File: src/common/dim_cal_defines.vh
// Constants for the analog dimming and offset calibration block.
// Included by the design file; definitions only.
`ifndef DIM_CAL_DEFINES_VH
`define DIM_CAL_DEFINES_VH
// Register offsets
`define ADDR_DIM0 4'h0
`define ADDR_DIM1 4'h1
`define ADDR_CAL0 4'h2
`define ADDR_CAL1 4'h3
`define ADDR_LOOP 4'h4
`define ADDR_STAT 4'h5
`define ADDR_IRQ_ST 4'h6
`define ADDR_IRQ_MSK 4'h7
// Current cal register fields
`define CAL_EXTREF_BIT 0
`define CAL_START_BIT 1
`define CAL_DONE_BIT 2
`define CAL_VAL_LSB 8
// Loop control fields: bit n is channel n
`define LOOP_CALEN_LSB 0
`define LOOP_PWM_LSB 4
// Interrupt status bits per channel: done at 2*ch, stop at 2*ch+1
`define IRQ_DONE_OFS 0
`define IRQ_STOP_OFS 1
// Reset values
`define DIM_RST 8'hFF
`define CAL_VAL_RST 8'h00
// Timing
`define CAL_TIME_US 200
`define CLK_MHZ 200
`define CAL_CYCLES (`CAL_TIME_US * `CLK_MHZ)
`define SOFT_START_CYCLES 1000
`endif

File: src/verilog/dim_cal_ctrl.v
// Two-channel analog dimming reference select, stop/soft-start and offset calibration.
// Assumes pins and comparator outputs are asynchronous; register port on sys_clk_i.
//
// Summary of operation
// - Reference-select high routes the set pin to the error amplifier reference.
// - Reference-select low uses the 8-bit register dimming level via the DAC.
// - With reference-select low, dimming value zero stops switching; nonzero restarts through soft start.
// - Limp-home is entered only while the limp-home pin is high.
// - In limp-home, switching needs both direct dim input and enable high.
// - In limp-home, dimming level comes from the set pin.
// - Set pin below 100 mV stops; above 200 mV restarts with soft start.
// - Routine runs about 200 us, then the done flag is set.
// - Enabled calibration applies and reads back the computed offset.
// - Disabled calibration applies written offset and ignores start requests.
`timescale 1ns/1ps
`include "dim_cal_defines.vh"

module dim_cal_ctrl #(
  parameter CAL_CYCLES = `CAL_CYCLES,
  parameter SS_CYCLES = `SOFT_START_CYCLES
) (
  input wire sys_clk_i,
  input wire rstn_i,
  input wire [3:0] addr_i,
  input wire [31:0] wdata_i,
  input wire wr_i,
  input wire rd_i,
  output reg [31:0] rdata_o,
  output wire irq_o,
  input wire limp_home_input_i,
  input wire enable_uv_input_i,
  input wire [1:0] direct_dim_input_i,
  input wire [1:0] set_below_low_i,
  input wire [1:0] set_above_high_i,
  input wire [15:0] cal_result_i,
  output reg [1:0] ext_reference_select_o,
  output reg [15:0] dac_level_o,
  output reg [15:0] cal_offset_value_o,
  output reg [1:0] switch_en_o,
  output reg [1:0] soft_start_o,
  output reg [1:0] cal_busy_o,
  output reg limp_home_o
);

  // ----------------------------------------------------------------
  // Input synchronisers
  // ----------------------------------------------------------------
  reg [5:0] sync1_q;
  reg [5:0] sync2_q;
  wire [5:0] pins_raw = {limp_home_input_i, enable_uv_input_i, direct_dim_input_i,
    set_below_low_i};

  always @(posedge sys_clk_i)
  begin
    if (!rstn_i)
    begin
      sync1_q <= 6'h00;
      sync2_q <= 6'h00;
    end
    else
    begin
      sync1_q <= pins_raw;
      sync2_q <= sync1_q;
    end
  end

  reg [1:0] hi1_q;
  reg [1:0] hi2_q;
  always @(posedge sys_clk_i)
  begin
    if (!rstn_i)
    begin
      hi1_q <= 2'h0;
      hi2_q <= 2'h0;
    end
    else
    begin
      hi1_q <= set_above_high_i;
      hi2_q <= hi1_q;
    end
  end

  wire limp_s = sync2_q[5];
  wire en_s = sync2_q[4];
  wire [1:0] pwm_s = sync2_q[3:2];
  wire [1:0] below_s = sync2_q[1:0];
  wire [1:0] above_s = hi2_q;

  // ----------------------------------------------------------------
  // Registers
  // ----------------------------------------------------------------
  reg [7:0] dim_q [0:1];
  reg [1:0] extref_q;
  reg [7:0] cal_wr_q [0:1];
  reg [7:0] cal_res_q [0:1];
  reg [1:0] cal_done_q;
  reg [1:0] cal_en_q;
  reg [1:0] pwm_reg_q;
  reg [3:0] irq_st_q;
  reg [3:0] irq_msk_q;
  wire [3:0] irq_set;

  wire [1:0] cal_start_req;
  wire [1:0] cal_finish;
  wire [1:0] stop_ev;

  assign irq_o = |(irq_st_q & irq_msk_q);

  always @(posedge sys_clk_i)
  begin
    if (!rstn_i)
    begin
      limp_home_o <= 1'b0;
    end
    else
    begin
      limp_home_o <= limp_s;
    end
  end

  // ----------------------------------------------------------------
  // Per-channel logic
  // ----------------------------------------------------------------
  localparam ST_OFF = 3'b001;
  localparam ST_SS = 3'b010;
  localparam ST_RUN = 3'b100;

  genvar ch;
  generate
    for (ch = 0; ch < 2; ch = ch + 1)
    begin : g_ch
      reg [2:0] st_q;
      reg [2:0] st_d;
      reg [31:0] ss_cnt_q;
      reg [31:0] cal_cnt_q;
      reg stopped_q;
      reg cal_run_q;
      wire use_set = extref_q[ch] | limp_s;
      wire dim_zero = (dim_q[ch] == 8'h00) & ~use_set;
      wire pwm_ok = limp_s ? (pwm_s[ch] & en_s) : (pwm_s[ch] | pwm_reg_q[ch]);
      wire want = ~dim_zero & ~stopped_q & (~limp_s | en_s);
      wire wr_cal = wr_i && (addr_i == (ch ? `ADDR_CAL1 : `ADDR_CAL0));

      assign cal_start_req[ch] = wr_cal & wdata_i[`CAL_START_BIT] & cal_en_q[ch];
      assign cal_finish[ch] = cal_run_q && (cal_cnt_q == CAL_CYCLES - 1);
      assign stop_ev[ch] = (st_q != ST_OFF) && (st_d == ST_OFF);

      // Set-pin hysteresis: stop under low threshold, release over high threshold
      always @(posedge sys_clk_i)
      begin
        if (!rstn_i)
        begin
          stopped_q <= 1'b0;
        end
        else if (use_set && below_s[ch])
        begin
          stopped_q <= 1'b1;
        end
        else if (!use_set || above_s[ch])
        begin
          stopped_q <= 1'b0;
        end
      end

      always @*
      begin
        st_d = st_q;
        case (st_q)
          ST_OFF:
            if (want)
              st_d = ST_SS;
          ST_SS:
            if (!want)
              st_d = ST_OFF;
            else if (ss_cnt_q == SS_CYCLES - 1)
              st_d = ST_RUN;
          ST_RUN:
            if (!want)
              st_d = ST_OFF;
          default:
            st_d = ST_OFF;
        endcase
      end

      always @(posedge sys_clk_i)
      begin
        if (!rstn_i)
        begin
          st_q <= ST_OFF;
          ss_cnt_q <= 32'h0;
          cal_run_q <= 1'b0;
          cal_cnt_q <= 32'h0;
        end
        else
        begin
          st_q <= st_d;
          ss_cnt_q <= (st_q == ST_SS) ? ss_cnt_q + 32'h1 : 32'h0;
          if (cal_start_req[ch] && !cal_run_q)
          begin
            cal_run_q <= 1'b1;
            cal_cnt_q <= 32'h0;
          end
          else if (cal_finish[ch] || !cal_en_q[ch])
          begin
            cal_run_q <= 1'b0;
          end
          else if (cal_run_q)
          begin
            cal_cnt_q <= cal_cnt_q + 32'h1;
          end
        end
      end

      always @(posedge sys_clk_i)
      begin
        if (!rstn_i)
        begin
          switch_en_o[ch] <= 1'b0;
          soft_start_o[ch] <= 1'b0;
          ext_reference_select_o[ch] <= 1'b0;
          dac_level_o[8*ch+7:8*ch] <= 8'h00;
          cal_offset_value_o[8*ch+7:8*ch] <= 8'h00;
          cal_busy_o[ch] <= 1'b0;
        end
        else
        begin
          switch_en_o[ch] <= (st_q != ST_OFF) & pwm_ok & ~cal_run_q;
          soft_start_o[ch] <= (st_q == ST_SS);
          ext_reference_select_o[ch] <= use_set;
          dac_level_o[8*ch+7:8*ch] <= dim_q[ch];
          cal_offset_value_o[8*ch+7:8*ch] <= cal_en_q[ch] ? cal_res_q[ch] : cal_wr_q[ch];
          cal_busy_o[ch] <= cal_run_q;
        end
      end

      assign irq_set[2*ch+`IRQ_DONE_OFS] = cal_finish[ch];
      assign irq_set[2*ch+`IRQ_STOP_OFS] = stop_ev[ch];
    end
  endgenerate

  // ----------------------------------------------------------------
  // Register writes
  // ----------------------------------------------------------------
  integer i;
  always @(posedge sys_clk_i)
  begin
    if (!rstn_i)
    begin
      for (i = 0; i < 2; i = i + 1)
      begin
        dim_q[i] <= `DIM_RST;
        cal_wr_q[i] <= `CAL_VAL_RST;
        cal_res_q[i] <= `CAL_VAL_RST;
      end
      extref_q <= 2'h0;
      cal_done_q <= 2'h0;
      cal_en_q <= 2'h0;
      pwm_reg_q <= 2'h0;
      irq_msk_q <= 4'h0;
      irq_st_q <= 4'h0;
    end
    else if (limp_s)
    begin
      // Limp-home returns dim, written offset, reference select and loop registers to defaults; mask, results and done flags hold
      for (i = 0; i < 2; i = i + 1)
      begin
        dim_q[i] <= `DIM_RST;
        cal_wr_q[i] <= `CAL_VAL_RST;
      end
      extref_q <= 2'h0;
      cal_en_q <= 2'h0;
      pwm_reg_q <= 2'h0;
      irq_st_q <= irq_st_q | irq_set;
    end
    else
    begin
      for (i = 0; i < 2; i = i + 1)
      begin
        if (cal_start_req[i])
        begin
          cal_done_q[i] <= 1'b0;
        end
        if (cal_finish[i])
        begin
          cal_done_q[i] <= 1'b1;
          cal_res_q[i] <= cal_result_i[8*i+7 -: 8];
        end
      end
      if (wr_i && addr_i == `ADDR_DIM0)
        dim_q[0] <= wdata_i[7:0];
      else if (wr_i && addr_i == `ADDR_DIM1)
        dim_q[1] <= wdata_i[7:0];
      else if (wr_i && addr_i == `ADDR_CAL0)
      begin
        extref_q[0] <= wdata_i[`CAL_EXTREF_BIT];
        if (!cal_en_q[0])
          cal_wr_q[0] <= wdata_i[`CAL_VAL_LSB+7:`CAL_VAL_LSB];
      end
      else if (wr_i && addr_i == `ADDR_CAL1)
      begin
        extref_q[1] <= wdata_i[`CAL_EXTREF_BIT];
        if (!cal_en_q[1])
          cal_wr_q[1] <= wdata_i[`CAL_VAL_LSB+7:`CAL_VAL_LSB];
      end
      else if (wr_i && addr_i == `ADDR_LOOP)
      begin
        cal_en_q <= wdata_i[`LOOP_CALEN_LSB+1:`LOOP_CALEN_LSB];
        pwm_reg_q <= wdata_i[`LOOP_PWM_LSB+1:`LOOP_PWM_LSB];
      end
      else if (wr_i && addr_i == `ADDR_IRQ_MSK)
        irq_msk_q <= wdata_i[3:0];
      // Set wins over write-one-to-clear
      if (wr_i && addr_i == `ADDR_IRQ_ST)
        irq_st_q <= (irq_st_q & ~wdata_i[3:0]) | irq_set;
      else
        irq_st_q <= irq_st_q | irq_set;
    end
  end

  // ----------------------------------------------------------------
  // Register reads
  // ----------------------------------------------------------------
  function [31:0] cal_word;
    input extref;
    input done;
    input [7:0] val;
    begin
      cal_word = {16'h0000, val, 5'h00, done, 1'b0, extref};
    end
  endfunction

  always @(posedge sys_clk_i)
  begin
    if (!rstn_i)
      rdata_o <= 32'h00000000;
    else if (!rd_i)
      rdata_o <= 32'h00000000;
    else if (addr_i == `ADDR_DIM0)
      rdata_o <= {24'h000000, dim_q[0]};
    else if (addr_i == `ADDR_DIM1)
      rdata_o <= {24'h000000, dim_q[1]};
    else if (addr_i == `ADDR_CAL0)
      rdata_o <= cal_word(extref_q[0], cal_done_q[0],
        cal_en_q[0] ? cal_res_q[0] : cal_wr_q[0]);
    else if (addr_i == `ADDR_CAL1)
      rdata_o <= cal_word(extref_q[1], cal_done_q[1],
        cal_en_q[1] ? cal_res_q[1] : cal_wr_q[1]);
    else if (addr_i == `ADDR_LOOP)
      rdata_o <= {26'h0000000, pwm_reg_q, 2'h0, cal_en_q};
    else if (addr_i == `ADDR_STAT)
      rdata_o <= {24'h000000, 1'b0, limp_home_o, cal_busy_o, soft_start_o, switch_en_o};
    else if (addr_i == `ADDR_IRQ_ST)
      rdata_o <= {28'h0000000, irq_st_q};
    else if (addr_i == `ADDR_IRQ_MSK)
      rdata_o <= {28'h0000000, irq_msk_q};
    else
      rdata_o <= 32'h00000000;
  end

endmodule // dim_cal_ctrl

File: config.mk
export PLATFORM = sky130hd
export DESIGN_NAME = dim_cal_ctrl
export DESIGN_NICKNAME = d
export VERILOG_FILES = /design/src/verilog/dim_cal_ctrl.v
export VERILOG_INCLUDE_DIRS = /design/src /design/src/common
export SDC_FILE = /design/constraint.sdc
export NUM_CORES = 1
export LEC_CHECK = 0
export BUFFER_PORTS_ARGS = -buffer_cell sky130_fd_sc_hd__buf_4
export CAP_MARGIN = 20
export CORE_ASPECT_RATIO = 1.25
export CORE_MARGIN = 1.5
export CORE_UTILIZATION = 40
export CTS_CLUSTER_DIAMETER = 100
export DETAILED_ROUTE_END_ITERATION = 10
export SETUP_SLACK_MARGIN = 0.15
export SLEW_MARGIN = 20
export SYNTH_ARGS = -nofsm -noshare
export SYNTH_HDL_FRONTEND = slang
export SYNTH_SLANG_ARGS = --single-unit
File: constraint.sdc
create_clock -name sys_clk_i -period 6.8 [get_ports sys_clk_i]
set_input_delay 0.68 -clock sys_clk_i [delete_from_list [all_inputs] [get_ports sys_clk_i]]
set_output_delay 0.68 -clock sys_clk_i [all_outputs]
set_load 0.01 [all_outputs]
# Word level (Yosys, flattened, before mapping)
# Memory sizes are Yosys's and may differ from the RTL's.
# Cells that the tools add are included.
[classes] n_addsub=4 n_reduce_logical=51 n_mux=82 n_eq_ne=21 n_bitwise=54
[op_table] operator="adder 32 x 1 -> 32 bit (second input constant)" count=4
[op_table] operator="2-to-1 mux 8 bit" count=14
[op_table] operator="== test 32 x 10 -> 1 bit (second input constant)" count=2
[op_table] operator="== test 32 x 16 -> 1 bit (second input constant)" count=2
[op_table] operator="2-to-1 mux 1 bit" count=50
[op_table] operator="2-to-1 mux 16 bit" count=2
[op_table] operator="2-to-1 mux 3 bit" count=8
[op_table] operator="inverter 1 bit" count=18
[op_table] operator="one-hot mux 3 bit (3 select lines)" count=2
[op_table] operator="bitwise AND 1 bit" count=16
[op_table] operator="== test 4 x 3 -> 1 bit (second input constant)" count=4
[op_table] operator="zero test 8 bit" count=2
[op_table] operator="2-to-1 mux 4 bit" count=4
[op_table] operator="logical AND 1 bit" count=15
[op_table] operator="bitwise OR 1 bit" count=15
[op_table] operator="2-to-1 mux 7 bit" count=2
[op_table] operator="AND reduction 2 bit" count=7
[op_table] operator="== test 3 x 1 -> 1 bit (second input constant)" count=4
[op_table] operator="nonzero test 2 bit" count=6
[op_table] operator="OR reduction 9 bit" count=1
[op_table] operator="bitwise AND 4 bit" count=2
[op_table] operator="== test 4 x 2 -> 1 bit (second input constant)" count=2
[op_table] operator="bitwise OR 4 bit" count=2
[op_table] operator="OR reduction 4 bit" count=2
[op_table] operator="13 further kinds" count=26
[word_totals] reg_bits=243 ram_bits=48 input_bits=64 mem_count=3
[mem_list] name="cal_res_q" words=2 word_bits=8 rd=2 rd_ports_with_merged_regs=0 write_ports=2 line_no="dim_cal_ctrl.v:95" source="reg [7:0] cal_res_q [0:1];"
[mem_list] name="cal_wr_q" words=2 word_bits=8 rd=2 rd_ports_with_merged_regs=0 write_ports=2 line_no="dim_cal_ctrl.v:94" source="reg [7:0] cal_wr_q [0:1];"
[mem_list] name="dim_q" words=2 word_bits=8 rd=2 rd_ports_with_merged_regs=0 write_ports=2 line_no="dim_cal_ctrl.v:92" source="reg [7:0] dim_q [0:1];"

# Longest topological paths before layout
[depth] ltp_word=13 ltp_mapped=8 ltp_nobuf=6

# Least setup slack after synthesis
# No wires, ideal clock.
[synth_timing] path_type="input to register" start="in addr_i[2]" end="mem cal_wr_q[0][0] (enable)" t_arrival_ps=2412 path_stages=5 setup_ps=384 n_path_buf=2 slack_ps=4004 cell_sequence="clkbuf_1 -> or3b_1 -> clkbuf_1 -> or2_2 -> o21ai_0"
[synth_lines] item="start: declaration" line_no="dim_cal_ctrl.v:24" source="input wire [3:0] addr_i,"
[synth_lines] item="end: declaration" line_no="dim_cal_ctrl.v:94"

# Final worst setup path
[layout_timing] start="reg cal_en_q[1]" end="reg g_ch[1].cal_cnt_q[27]"
[layout_between] elab_chain_cells=4 word_cells_on_any_way=7 cone_classes="bitwise: 2; reduce/logical: 5"
[layout_rtl] item="start: declaration" line_no="dim_cal_ctrl.v:97" source="reg [1:0] cal_en_q;"
[layout_rtl] item="start signal: assignment" line_no="dim_cal_ctrl.v:307" source="cal_en_q <= wdata_i[`LOOP_CALEN_LSB+1:`LOOP_CALEN_LSB];"
[layout_rtl] item="zero test 1 bit"
[layout_rtl] item="logical OR 1 bit" line_no="dim_cal_ctrl.v:203" source="else if (cal_finish[ch] || !cal_en_q[ch])"
[layout_rtl] item="inverter 1 bit (no source line)"
[layout_rtl] item="AND reduction 2 bit (no source line)"
[layout_rtl] item="end signal: assignment" line_no="dim_cal_ctrl.v:209" source="cal_cnt_q <= cal_cnt_q + 32'h1;"
[layout_rtl] item="end: declaration" line_no="dim_cal_ctrl.v:135" source="reg [31:0] cal_cnt_q;"
# Several ways; a longest one is shown, not always the timed one.
# A chain may end at the register's enable or synchronous reset.

==> metrics.cfg <==
[drt]
antenna_left=0
first_pass_iters=5
num_vias=8702
routed_wl_mm=25.4
wl_per_cell_um=15.3
via_per_inst=5.23
drc_errors=0
drtIter0Drc=486

[sta]
fin_crit_sh_pct=44.7
setup_violations=0
finalCriticalPeriod_ns=3.04
rsz0062_at_grt=false
finClkSkew_ns=0.00997
worst_slew_pin_slew_ns=0.898
slew_headroom_pct=39.7
hold_violations=0
max_freq_mhz=329
slew_violations=0
timing.setup.tns_ns=0

[cells_and_area]
antenna_cells=0
syn_to_final_growth_pct=17.0
drive_gt1_share_pct=13.3
fin_nets=1357
fin_area_mm2=0.0135
fin_cells=1664

[clocking]
cts-resized-gates=0
tritoncts.num_buffers=27
cts.sinks=275
cts_buffer_depth=3
clk_latency_ns=0.53
ctsRootBufferMaster=clkbuf_16
hold_buffers=0
h-tree-depth=1
cts_post_setup_buffers_inserted=0
clk_pin_slew_ns=0.07
cts_tree=done

[global_routing]
antenna_found_initial=0
grt_pass1_wl_mm=42.0
grt_pass1_vias=8508
grt_max_degree=80
grt_use_total_pct=17.0
grt_overflow_total=0

[status]
status=completed

[floorplan]
ios=138
dieWidth_um=155
start_util_pct=40.7
rows=69
core-area_mm2=0.0284
die_h_um=193
die_area_mm2=0.0300

[logic_synthesis]
synth-seq-cells=275
muxShareOfSynthArea_pct=3.60
synth_fa_ha_area_share_pct=0.433
synth_area_mm2=0.0116
synthSimpleGateAreaFrac_pct=27.0
async_reset_ff_share_pct=0
yosysWarnings=0
syn-instance-count=1199
ys_seq_area_share_pct=51.7
ys.flop_type=dfxtp_1
synth.distinct_cells=60
synth_edf_count=48
synth_top_family_by_area=simple AND/OR/NAND/NOR gates
synthXorXnorAreaFrac_pct=5.75
synth-compound-area-share_pct=8.09
syn_avg_cell_area_um2=9.65

[setup_path]
endpoint_kind=flip-flop
slowest_stage=dfxtp_1
critical_path.cell_chain=nand2_1, nor2_1, nand3_1, or3_1, a21oi_1
path_max_fanout=16
required_ns=7.26
critPathTopFamily=simple AND/OR/NAND/NOR gates
arrival_ns=3.51
cp-start-kind=flip-flop
crit_buf_inv=0
path_class=reg -> reg
slowest_delay_ns=0.88

[pwr]
seqPwrFrac_pct=49.8
power_per_cell_area_mw_per_mm2=254
power.share.clock_pct=45.6
ir_drop_uv=166
swShare_pct=21.1
intPower_uw=2720
power_frac_comb_pct=4.7
p_leak_uw=0.00481
switchingPower_uw=727

[placement]
io_buffers=105
dpl_cell_area_mm2=0.0126
dp.cells=1615
place_congestion=0.788
hpwl_mm=17.8

[worst_hold_path]
hold_path_class=in -> reg

[run]
maxCapViolCount=0

worst paths after layout:
path | slack, ns | endpoint | cells past startpoint | start
setup / recovery | 3.76 | g_ch[1].cal_cnt_q[27] | 5 | cal_en_q[1]
hold / removal | 0.35 | sync1_q[0] | 2 | set_below_low_i[0]
hold reg to reg | 0.43 | sync2_q[4] | 1 | sync1_q[4]
setup reg to reg | 3.76 | g_ch[1].cal_cnt_q[27] | 5 | cal_en_q[1]
cell usage after synthesis, drive strengths merged (36+ instances only):
library cell | number | area share [%]
nor4 | 40 | 2.2
nand3 | 56 | 2.5
or3 | 49 | 2.6
dfxtp | 227 | 39
xor2 | 48 | 3.6
and2 | 76 | 4.1
nand2 | 72 | 2.3
clkbuf | 37 | 1.2
nor2 | 104 | 3.4
nand4 | 39 | 2.1
o21ai | 51 | 2.2
a21oi | 49 | 2.2
edfxtp | 48 | 12
mux2i | 36 | 3.1
layer usage:
metal	vias to the layer above	part of all wire, %	track usage, %
met5	-	0	0
met4	0	1.9	4.66
met3	32	4.4	2.15
met2	168	48	29.7
met1	4077	46	22.2
li1	4425	-	-
cells in the final DEF (no fill, tap or decap), types with 4 or more instances in the layout:
master       n
and4_1      10
clkbuf_1     5
o31ai_1      5
nor4b_1      5
a21oi_1     48
nor3_1      20
and2_1      76
a22oi_1      4
a211oi_1     9
nand2b_1    10
inv_1       15
or4_1       18
nor2b_1     30
o211ai_1     6
or2_2        4
ha_1         4
nand4_1     39
bufinv_16    6
clkbuf_16   27
or3_1       49
xnor2_1     28
buf_4      114
mux2i_1     36
nand3_1     55
nor4_1      39
xor2_1      48
edfxtp_1    48
nand2_1     72
nor2_1     104
clkinv_1     5
conb_1      16
o21ai_0     48
and3_1      23
dfxtp_1    227
o21a_1       9
power by group through the flow:
| stage | logic [uW] | clock network, uW | registers, uW |
|---|---|---|---|
| finish | 160 | 1570 | 1710 |
| global route | 177 | 1670 | 1720 |
| CTS | 163 | 1610 | 1710 |
| detailed placement | 162 | 0 | 1750 |
| global placement | 161 | 0 | 1750 |
| floorplan | 94.3 | 0 | 1750 |
sequential cells by signal (all words and copies together) (netlist names), 4 cells and up:
name                cells
cal_offset_value_o     16
cal_res_q              16
cal_wr_q               16
dac_level_o            16
dim_q                  16
g_ch.cal_cnt_q         64
g_ch.ss_cnt_q          64
g_ch.st_q               6
irq_msk_q               4
irq_st_q                4
rdata_o                16
sync1_q                 6
sync2_q                 6
metrics by stage:
stage | hold WS [ns] | worst slack, ns | power, uW | util (%)
floorplan | 0.412 | 4.00 | 1840 | -
global placement | 0.419 | 3.60 | 1910 | 44.4
detailed placement | 0.418 | 3.72 | 1910 | 44.4
CTS | 0.336 | 3.70 | 3480 | 47.7
global route | 0.334 | 3.52 | 3570 | 47.7
finish | 0.354 | 3.76 | 3440 | 47.7
layout make-up:
| cell class | count | area [um^2] |
|---|---|---|
| flip-flops and latches | 275 | 5990 |
| clock inverters | 17 | 234 |
| clock buffers | 32 | 694 |
| repair buffers | 114 | 856 |
| multi-input cells | 856 | 5270 |
| well taps | 355 | 444 |
| fillers | 2673 | 14900 |
| inverters | 15 | 56.3 |
logic make-up (layout without fill, tap and decap cells):
group           count (synthesis)  after routing
mux                            40             40
fa+ha+maj                       4              4
flops                         275            275
simple gates                  567            567
compound gates                153            153
other cells                     1             16
xor+xnor                       76             76
buf+inv                        83            178
No activity file was read; power rests on OpenSTA's default activity.
